File: src/hdl/swc_consts.svh
// Constants for the sleep and wake-up controller: offsets, fields, resets, timing
// Behaviour
// - Power-down entered only by the sleep instruction
// - Sleep: clear watchdog, timeout set, powerdown cleared, oscillator off
// - Port pins hold their drive state while asleep
// - Watchdog reset stays internal, never drives reset pin
// - Wake on reset pin, watchdog, pin or comparator change
// - Every wake produces a full device reset
// - Watchdog timeout clears the timeout flag
// - Powerdown flag set at power-up, cleared by sleep
// - Pin-change flag on pins 0,1,3 mismatch
// - Comparator flag on comparator change while asleep
// - Pin compare uses last port read values
// - Watchdog cleared on every wake
// - Flags hold until reset; reset pin keeps them unless a same-cycle sleep or clear watchdog moves powerdown
// - Wake flags read exclusive with timeout 1, powerdown 0
// - Watchdog keeps counting while main oscillator stopped
`ifndef SWC_CONSTS_SVH
`define SWC_CONSTS_SVH

// ----------------------------------------------------------------
// Register byte offsets
// ----------------------------------------------------------------
`define SWC_OFS_FLAGS     5'h00
`define SWC_OFS_CTRL      5'h04
`define SWC_OFS_IRQ_STAT  5'h08
`define SWC_OFS_IRQ_MASK  5'h0c
`define SWC_OFS_STATE     5'h10

// ----------------------------------------------------------------
// Field positions
// ----------------------------------------------------------------
`define SWC_FLG_POWERDOWN 3
`define SWC_FLG_TIMEOUT   4
`define SWC_FLG_CMP_WAKE  6
`define SWC_FLG_PIN_WAKE  7
`define SWC_CTL_WDT_EN    0
`define SWC_CTL_PIN_EN    1
`define SWC_CTL_CMP_EN    2
`define SWC_CTL_RSTPIN_EN 3
`define SWC_IRQ_WAKE      0
`define SWC_IRQ_WDT       1
`define SWC_IRQ_SLEEP     2
`define SWC_ST_OSC_BIT    2

// ----------------------------------------------------------------
// Reset values and masks
// ----------------------------------------------------------------
`define SWC_CTRL_RST      4'h9
`define SWC_IRQ_MASK_RST  3'h0
`define SWC_PIN_WAKE_MASK 4'hb

// ----------------------------------------------------------------
// Timing
// ----------------------------------------------------------------
`define SWC_CLK_NS        10
`define SWC_WDT_PERIOD_US 18000
`define SWC_US_NS         1000
`define SWC_TICK_CYC      (`SWC_US_NS / `SWC_CLK_NS)
`define SWC_DRT_NS        10000
`define SWC_DRT_CYC       (`SWC_DRT_NS / `SWC_CLK_NS)

`endif

File: src/hdl/swc_pkg.sv
// Types shared by the sleep and wake-up controller
package swc_pkg;

    // Gray coded along run, sleep, reset
    typedef enum logic [1:0] {
        SWC_RUN   = 2'b00,
        SWC_SLEEP = 2'b01,
        SWC_RESET = 2'b11
    } swc_state_e;

    typedef logic [20:0] swc_wdt_cnt_t;

endpackage

File: src/hdl/swc_watchdog.sv
// Watchdog counter on its own microsecond tick
`timescale 1ns/1ps
`include "swc_consts.svh"
module swc_watchdog
    import swc_pkg::*;
#(
    parameter int WDT_PERIOD_US = `SWC_WDT_PERIOD_US
) (
    // Clock and reset
    input  wire logic i_clk,
    input  wire logic i_sys_rst,
    // Control
    input  wire logic i_enable,
    input  wire logic i_clear,
    // Event
    output logic      o_timeout
);
    localparam logic [6:0]   TICK_LAST = 7'(`SWC_TICK_CYC - 1);
    localparam swc_wdt_cnt_t WDT_LAST  = 21'(WDT_PERIOD_US - 1);

    logic [6:0]   tick_reg;
    logic [6:0]   tick_next;
    swc_wdt_cnt_t cnt_reg;
    swc_wdt_cnt_t cnt_next;
    logic         to_reg;
    logic         to_next;

    // ------------------------------------------------------------
    // Counter
    // ------------------------------------------------------------
    // Tick divider free runs so the count never depends on the main oscillator gate
    always_comb begin
        tick_next = (tick_reg == TICK_LAST) ? 7'h00 : tick_reg + 7'h01;
        cnt_next  = cnt_reg;
        to_next   = 1'b0;
        if (i_clear || !i_enable) begin
            cnt_next = '0;
        end else if (tick_reg == TICK_LAST) begin
            if (cnt_reg == WDT_LAST) begin
                cnt_next = '0;
                to_next  = 1'b1;
            end else begin
                cnt_next = cnt_reg + 21'h000001;
            end
        end
    end

    always_ff @(posedge i_clk) begin
        if (i_sys_rst) begin
            tick_reg <= 7'h00;
            cnt_reg  <= '0;
            to_reg   <= 1'b0;
        end else begin
            tick_reg <= tick_next;
            cnt_reg  <= cnt_next;
            to_reg   <= to_next;
        end
    end

    assign o_timeout = to_reg;
endmodule

File: src/hdl/swc_sleep_wakeup_control.sv
// Sleep entry, wake detection, reset-cause flags and register slave
`timescale 1ns/1ps
`include "swc_consts.svh"
module swc_sleep_wakeup_control
    import swc_pkg::*;
#(
    parameter int WDT_PERIOD_US = `SWC_WDT_PERIOD_US
) (
    // Clock and reset
    input  wire logic        i_clk,
    input  wire logic        i_sys_rst,
    // Avalon-MM slave
    input  wire logic [4:0]  i_avs_address,
    input  wire logic        i_avs_read,
    input  wire logic        i_avs_write,
    input  wire logic [31:0] i_avs_writedata,
    input  wire logic [3:0]  i_avs_byteenable,
    output logic [31:0]      o_avs_readdata,
    output logic             o_avs_waitrequest,
    output logic             o_irq,
    // Core side
    input  wire logic        i_sleep_exec,
    input  wire logic        i_clrwdt_exec,
    input  wire logic        i_port_access,
    input  wire logic [3:0]  i_core_port_out,
    input  wire logic [3:0]  i_core_port_oe_n,
    output logic             o_core_rst,
    output logic             o_osc_en,
    output logic             o_timeout_flag,
    output logic             o_powerdown_flag,
    output logic             o_pin_change_wake_flag,
    output logic             o_comparator_wake_flag,
    // Pins and analog
    input  wire logic        i_external_reset_pin_n,
    input  wire logic [3:0]  i_port_pin,
    input  wire logic        i_cmp_out,
    output logic [3:0]       o_port_pin,
    output logic [3:0]       o_port_pin_oe_n
);
    localparam logic [9:0] DRT_LAST = 10'(`SWC_DRT_CYC - 1);

    swc_state_e  state_reg;
    swc_state_e  state_next;
    logic [9:0]  drt_reg;
    logic [9:0]  drt_next;
    logic        core_rst_reg;
    logic        core_rst_next;
    logic        osc_reg;
    logic        osc_next;
    logic [3:0]  pout_reg;
    logic [3:0]  pout_next;
    logic [3:0]  poe_reg;
    logic [3:0]  poe_next;
    logic [3:0]  snap_reg;
    logic [3:0]  snap_next;
    logic        csnap_reg;
    logic        csnap_next;
    logic        to_reg;
    logic        to_next;
    logic        pd_reg;
    logic        pd_next;
    logic        pinw_reg;
    logic        pinw_next;
    logic        cmpw_reg;
    logic        cmpw_next;
    logic [3:0]  ctrl_reg;
    logic [3:0]  ctrl_next;
    logic [2:0]  ist_reg;
    logic [2:0]  ist_next;
    logic [2:0]  imsk_reg;
    logic [2:0]  imsk_next;
    logic        irq_reg;
    logic        irq_next;
    logic        ack_reg;
    logic        ack_next;
    logic [31:0] rd_reg;
    logic [31:0] rd_next;

    logic wdt_to;
    logic wdt_clr;
    logic sleep_go;
    logic ext_rst;
    logic pin_wake;
    logic cmp_wake;
    logic any_wake;
    logic wr_ok;
    logic rd_ist;

    // ------------------------------------------------------------
    // Watchdog
    // ------------------------------------------------------------
    // Cleared on sleep entry and as any wake is taken
    assign wdt_clr = sleep_go || any_wake || (i_clrwdt_exec && state_reg == SWC_RUN);

    swc_watchdog #(
        .WDT_PERIOD_US (WDT_PERIOD_US)
    ) u_watchdog (
        .i_clk     (i_clk),
        .i_sys_rst (i_sys_rst),
        .i_enable  (ctrl_reg[`SWC_CTL_WDT_EN]),
        .i_clear   (wdt_clr),
        .o_timeout (wdt_to)
    );

    // ------------------------------------------------------------
    // Event decode
    // ------------------------------------------------------------
    // Sleep is only ever reached from the instruction strobe
    assign sleep_go = (state_reg == SWC_RUN) && i_sleep_exec;
    assign ext_rst  = ctrl_reg[`SWC_CTL_RSTPIN_EN] && !i_external_reset_pin_n;
    // Compare against last port read, so stale mismatch wakes at once
    assign pin_wake = (state_reg == SWC_SLEEP) && ctrl_reg[`SWC_CTL_PIN_EN]
                      && |((i_port_pin ^ snap_reg) & `SWC_PIN_WAKE_MASK);
    assign cmp_wake = (state_reg == SWC_SLEEP) && ctrl_reg[`SWC_CTL_CMP_EN]
                      && (i_cmp_out != csnap_reg);
    assign any_wake = (state_reg == SWC_SLEEP) && (ext_rst || wdt_to || pin_wake || cmp_wake);

    // ------------------------------------------------------------
    // Sequencer
    // ------------------------------------------------------------
    // A wake never resumes; it always runs the reset timer first
    always_comb begin
        state_next = state_reg;
        drt_next   = drt_reg;
        case (state_reg)
            SWC_RUN: begin
                if (ext_rst || wdt_to) begin
                    state_next = SWC_RESET;
                    drt_next   = 10'h000;
                end else if (sleep_go) begin
                    state_next = SWC_SLEEP;
                end
            end
            SWC_SLEEP: begin
                if (any_wake) begin
                    state_next = SWC_RESET;
                    drt_next   = 10'h000;
                end
            end
            SWC_RESET: begin
                if (ext_rst) begin
                    drt_next = 10'h000;
                end else if (drt_reg == DRT_LAST) begin
                    state_next = SWC_RUN;
                end else begin
                    drt_next = drt_reg + 10'h001;
                end
            end
            default: begin
                state_next = SWC_RESET;
                drt_next   = 10'h000;
            end
        endcase
        // Watchdog reset only drives the core reset; no pin driver exists for it
        core_rst_next = (state_next == SWC_RESET);
        // Oscillator off only while asleep; reset sequence brings it back
        osc_next      = (state_next != SWC_SLEEP);
    end

    always_ff @(posedge i_clk) begin
        if (i_sys_rst) begin
            state_reg    <= SWC_RESET;
            drt_reg      <= 10'h000;
            core_rst_reg <= 1'b1;
            osc_reg      <= 1'b1;
        end else begin
            state_reg    <= state_next;
            drt_reg      <= drt_next;
            core_rst_reg <= core_rst_next;
            osc_reg      <= osc_next;
        end
    end

    // ------------------------------------------------------------
    // Port hold and snapshots
    // ------------------------------------------------------------
    // Pins follow the core only while running, frozen otherwise
    always_comb begin
        pout_next  = pout_reg;
        poe_next   = poe_reg;
        snap_next  = snap_reg;
        csnap_next = csnap_reg;
        if (state_reg == SWC_RUN) begin
            pout_next  = i_core_port_out;
            poe_next   = i_core_port_oe_n;
            csnap_next = i_cmp_out;
            if (i_port_access) begin
                snap_next = i_port_pin;
            end
        end
    end

    always_ff @(posedge i_clk) begin
        if (i_sys_rst) begin
            pout_reg  <= 4'h0;
            poe_reg   <= 4'hf;
            snap_reg  <= 4'h0;
            csnap_reg <= 1'b0;
        end else begin
            pout_reg  <= pout_next;
            poe_reg   <= poe_next;
            snap_reg  <= snap_next;
            csnap_reg <= csnap_next;
        end
    end

    // ------------------------------------------------------------
    // Reset-cause flags
    // ------------------------------------------------------------
    // Priority: reset pin, watchdog, pin change, comparator; pin reset keeps timeout and wake flags, not a same-cycle powerdown change
    always_comb begin
        to_next   = to_reg;
        pd_next   = pd_reg;
        pinw_next = pinw_reg;
        cmpw_next = cmpw_reg;
        if (sleep_go) begin
            to_next = 1'b1;
            pd_next = 1'b0;
        end else if (state_reg == SWC_RUN && i_clrwdt_exec) begin
            to_next = 1'b1;
            pd_next = 1'b1;
        end
        if (ext_rst) begin
            to_next = to_reg;
        end else if (wdt_to) begin
            to_next   = 1'b0;
            pinw_next = 1'b0;
            cmpw_next = 1'b0;
        end else if (pin_wake) begin
            pinw_next = 1'b1;
            cmpw_next = 1'b0;
        end else if (cmp_wake) begin
            cmpw_next = 1'b1;
            pinw_next = 1'b0;
        end
    end

    always_ff @(posedge i_clk) begin
        if (i_sys_rst) begin
            to_reg   <= 1'b1;
            pd_reg   <= 1'b1;
            pinw_reg <= 1'b0;
            cmpw_reg <= 1'b0;
        end else begin
            to_reg   <= to_next;
            pd_reg   <= pd_next;
            pinw_reg <= pinw_next;
            cmpw_reg <= cmpw_next;
        end
    end

    // ------------------------------------------------------------
    // Register slave and interrupt
    // ------------------------------------------------------------
    // Every access waits one cycle so read data always comes from a flop
    assign o_avs_waitrequest = (i_avs_read || i_avs_write) && !ack_reg;
    assign wr_ok  = i_avs_write && ack_reg && i_avs_byteenable[0];
    assign rd_ist = i_avs_read && ack_reg && (i_avs_address == `SWC_OFS_IRQ_STAT);

    always_comb begin
        ack_next  = (i_avs_read || i_avs_write) && !ack_reg;
        ctrl_next = ctrl_reg;
        imsk_next = imsk_reg;
        rd_next   = rd_reg;
        if (wr_ok && i_avs_address == `SWC_OFS_CTRL) begin
            ctrl_next = i_avs_writedata[3:0];
        end else if (wr_ok && i_avs_address == `SWC_OFS_IRQ_MASK) begin
            imsk_next = i_avs_writedata[2:0];
        end
        if (i_avs_read && !ack_reg) begin
            rd_next = 32'h00000000;
            if (i_avs_address == `SWC_OFS_FLAGS) begin
                rd_next[`SWC_FLG_TIMEOUT]   = to_reg;
                rd_next[`SWC_FLG_POWERDOWN] = pd_reg;
                rd_next[`SWC_FLG_CMP_WAKE]  = cmpw_reg;
                rd_next[`SWC_FLG_PIN_WAKE]  = pinw_reg;
            end else if (i_avs_address == `SWC_OFS_CTRL) begin
                rd_next[3:0] = ctrl_reg;
            end else if (i_avs_address == `SWC_OFS_IRQ_STAT) begin
                rd_next[2:0] = ist_reg;
            end else if (i_avs_address == `SWC_OFS_IRQ_MASK) begin
                rd_next[2:0] = imsk_reg;
            end else if (i_avs_address == `SWC_OFS_STATE) begin
                rd_next[1:0]            = state_reg;
                rd_next[`SWC_ST_OSC_BIT] = osc_reg;
            end
        end
        // Read clears, but an event in the same cycle still lands
        ist_next = rd_ist ? 3'h0 : ist_reg;
        ist_next[`SWC_IRQ_WAKE]  = ist_next[`SWC_IRQ_WAKE] | any_wake;
        ist_next[`SWC_IRQ_WDT]   = ist_next[`SWC_IRQ_WDT] | wdt_to;
        ist_next[`SWC_IRQ_SLEEP] = ist_next[`SWC_IRQ_SLEEP] | sleep_go;
        irq_next = |(ist_next & imsk_next);
    end

    always_ff @(posedge i_clk) begin
        if (i_sys_rst) begin
            ack_reg  <= 1'b0;
            ctrl_reg <= `SWC_CTRL_RST;
            imsk_reg <= `SWC_IRQ_MASK_RST;
            ist_reg  <= 3'h0;
            irq_reg  <= 1'b0;
            rd_reg   <= 32'h00000000;
        end else begin
            ack_reg  <= ack_next;
            ctrl_reg <= ctrl_next;
            imsk_reg <= imsk_next;
            ist_reg  <= ist_next;
            irq_reg  <= irq_next;
            rd_reg   <= rd_next;
        end
    end

    // ------------------------------------------------------------
    // Outputs
    // ------------------------------------------------------------
    assign o_avs_readdata         = rd_reg;
    assign o_irq                  = irq_reg;
    assign o_core_rst             = core_rst_reg;
    assign o_osc_en               = osc_reg;
    assign o_timeout_flag         = to_reg;
    assign o_powerdown_flag       = pd_reg;
    assign o_pin_change_wake_flag = pinw_reg;
    assign o_comparator_wake_flag = cmpw_reg;
    assign o_port_pin             = pout_reg;
    assign o_port_pin_oe_n        = poe_reg;
endmodule

File: config.mk
export PLATFORM = sky130hd
export DESIGN_NAME = swc_sleep_wakeup_control
export DESIGN_NICKNAME = d
export VERILOG_FILES = /design/src/hdl/swc_pkg.sv /design/src/hdl/swc_watchdog.sv /design/src/hdl/swc_sleep_wakeup_control.sv
export VERILOG_INCLUDE_DIRS = /design/src /design/src/hdl
export SDC_FILE = /design/constraint.sdc
export NUM_CORES = 1
export LEC_CHECK = 0
export ABC_AREA = 1
export BUFFER_PORTS_ARGS = -buffer_cell sky130_fd_sc_hd__buf_2
export CORE_ASPECT_RATIO = 0.75
export CORE_UTILIZATION = 36
export CTS_CLUSTER_DIAMETER = 50
export DETAILED_ROUTE_END_ITERATION = 12
export GPL_TIMING_DRIVEN = 0
export PLACE_DENSITY = 0.66
export SYNTH_ARGS = -nofsm -noshare
export SYNTH_HDL_FRONTEND = slang
export SYNTH_SLANG_ARGS = --single-unit
export TNS_END_PERCENT = 30
File: constraint.sdc
create_clock -name i_clk -period 2.5 [get_ports i_clk]
set_input_delay 0.125 -clock i_clk [delete_from_list [all_inputs] [get_ports i_clk]]
set_output_delay 0.125 -clock i_clk [all_outputs]
set_load 0.005 [all_outputs]
==> out/results.ini <==
[timing]
rsz0062_at_grt=no
finalSetupViolCount=0
finClkSkew_ps=4.85
period_minus_slack_ps=1820
relSlewSlack_pct=65.6
max_freq_mhz=549
tightest_slew_ps=516
hold_violations=0
period_share_pct=72.9
fin_setup_tns_ps=0
report.final.slew_viol_count=0

[floorplanning]
dieArea_mm2=0.0122
pin_count=110
die_y_um=95.9
dieWidth_um=127
rows=33
initial_utilization_pct=37.8
core_mm2=0.0112

[status]
status=complete, no violations

[synth]
synth_top_family_by_area=simple AND/OR/NAND/NOR gates
synth_top_area_share_pct=36.9
synth_area_mm2=0.00423
yosys_warnings=0
synth-edff-count=0
synthArstFlopShare_pct=0
ys_types=43
synth_top_cell_by_area=dfxtp_1
ys_ff_latch=78
syn_inst=626
synth_flop_cell=dfxtp_1
synthAdderAreaFrac_pct=0.887
synthXorXnorAreaFrac_pct=1.86
yosysSeqAreaShare_pct=36.9
muxShareOfSynthArea_pct=0.236
yosysMostFrequentCell=nand2_1
avgSynthCellArea_um2=6.76
yosys.area_share.simple_pct=38.5
netlist_top_cells_count=nand2_1 (129), nor2_1 (83), dfxtp_1 (78)
synth_area_leaders=dfxtp_1 (37%), nand2_1 (11%), nand3_1 (7.7%), nor2_1 (7.4%), inv_1 (6.2%)
synth-compound-area-share_pct=9.02

[pwr]
p_per_area_mw_per_mm2=571
leakagePower_nw=2.26
peakVddDrop_v=0.000392

[clock_tree]
cts_setup_buffers=0
h-tree-depth=3
cts.sinks=78
ctsLongestPathBuffers=2
post_cts_resized=0
cts_tree=built
cts_made_buffers=9
insertion_delay_ps=340
clockRootBuffer=clkbuf_16
clk_pin_slew_worst_paths_ps=60

[routing]
m1WireLength_um=5620
drc=0
routed_wl_um=11000
route.met2.wl_um=4470
drt-initial-drc-count=312
drt-pass1-iter-count=5
wire_per_inst_um=12.6
drtAntennaViolNets=0
routed.top_layer=met4
route.met3.wl_um=792
viasPerCell=4.86
vias=4256

[worst_setup_path]
critPathKind=register to register
endpoint_kind=register
critPathArrivalTime_ps=2060
cp.required_ps=2730
critPathLaunchType=register
crit_fanout=8

[global_route]
grt_pass1_vias=3731
antenna_found_initial=0
grt_pass1_wl_um=17900
grt_start_max_net_pins=13
grt.total_usage_pct=18.8
overflow=0

[finish]
final_nets=779
layout.cells.non_filler=876
area_delta_synth_final_pct=21.6
fill_cells=1110
diodes=0
largest_reg_flops=21
drive_above_1_share_pct=17.8
utilization_pct=46.0

[place]
dp_hpwl_um=8540
place.gp.congestion=0.908
placed_cells=858
portBuffers=51

[hold_path]
hold_path.class=input pin to register

[run]
cap_violations=0

placed cells by master (no fill, tap or decap), types with 2 or more instances in the layout:
| master | count |
|---|---|
| nand2_1 | 129 |
| nor2_1 | 83 |
| dfxtp_1 | 78 |
| inv_1 | 70 |
| nand3_1 | 65 |
| buf_2 | 52 |
| o21ai_0 | 35 |
| a21oi_1 | 29 |
| buf_4 | 26 |
| conb_1 | 25 |
| nand4_1 | 18 |
| nor3_1 | 18 |
| clkbuf_16 | 9 |
| clkbuf_1 | 7 |
| xor2_1 | 7 |
| nor2_2 | 6 |
| clkbuf_8 | 5 |
| inv_2 | 4 |
| or2_2 | 4 |
| nor3_2 | 4 |
| o211ai_1 | 3 |
| nor4_1 | 3 |
| nand2_2 | 3 |
| ha_1 | 3 |
| clkinv_1 | 2 |
| xnor2_1 | 2 |
| nand2_4 | 2 |
| nor2_4 | 2 |
| nand4_2 | 2 |
| and3_1 | 2 |
| and2_1 | 2 |
| nor3b_1 | 2 |
| bufinv_16 | 2 |
| dlygate4sd3_1 | 2 |
power breakdown:
part	internal (mW)	switching, mW	total [mW]
registers	1.26	0.00926	1.27
clock network	1.01	0.496	1.51
logic	0.0724	0.0959	0.168
total	2.34	0.601	2.94
cells by family (layout without fill, tap and decap cells):
family	after synthesis	count (layout)
compound gates	72	72
mux	1	1
flops	78	78
other cells	1	25
buf+inv	112	181
xor+xnor	9	9
fa+ha+maj	3	3
simple gates	350	350
path summary, 6_finish.rpt:
| check | start | to | slack [ps] | depth (start not counted) |
|---|---|---|---|---|
| setup / recovery | u_watchdog.tick_reg[0] | u_watchdog.cnt_reg[18] | 680 | 8 |
| hold / removal | i_core_port_oe_n[0] | o_port_pin_oe_n[0] | 7 | 3 |
| setup reg to reg | u_watchdog.tick_reg[0] | u_watchdog.cnt_reg[18] | 680 | 8 |
| hold reg to reg | o_port_pin_oe_n[2] | o_port_pin_oe_n[2] | 450 | 2 |
routing by layer:
| layer | vias up | GRT usage [%] |
|---|---|---|
| li1 | 2165 | - |
| met1 | 1918 | 26.6 |
| met2 | 160 | 29.1 |
| met3 | 13 | 4.11 |
| met4 | 0 | 4.17 |
| met5 | - | 0 |
worst max-delay path, cell delays in order (launching register included):
cell	delay [ps]
dfxtp_1	360
ha_1	220
nand2_1	130
nor3_4	380
nand4_1	240
nor2_1	200
nand3_1	90
nand2_1	70
nor2_1	30
stage by stage:
step                hold WS (ps)  cell area, µm²  setup slack (ps)  power, mW
global route                6.03            5150               567       3.05
CTS                         2.00            5150               730       2.97
detailed placement           344            4770               744       1.46
finish                      6.75            5150               678       2.94
global placement             337            4770               784       1.45
floorplan                    251            4320              1050       1.40
timing repair:
item,CTS,global route
hold buffers,2,0
hold endpoints to repair,2,0
endpoints found under the setup margin,0,0
cell type report:
type / count / area, µm² / share of cell area, %
Clock inverter: 2 / 60.1 / 1.17
Clock buffer: 14 / 294 / 5.71
Sequential cell: 78 / 1560 / 30.3
Buffer: 36 / 243 / 4.71
Multi-Input combinational cell: 460 / 2230 / 43.4
Inverter: 76 / 285 / 5.54
Timing Repair Buffer: 53 / 275 / 5.35
Tap cell: 157 / 196 / 3.82
Note: power is estimated with default switching activity, not from simulation.
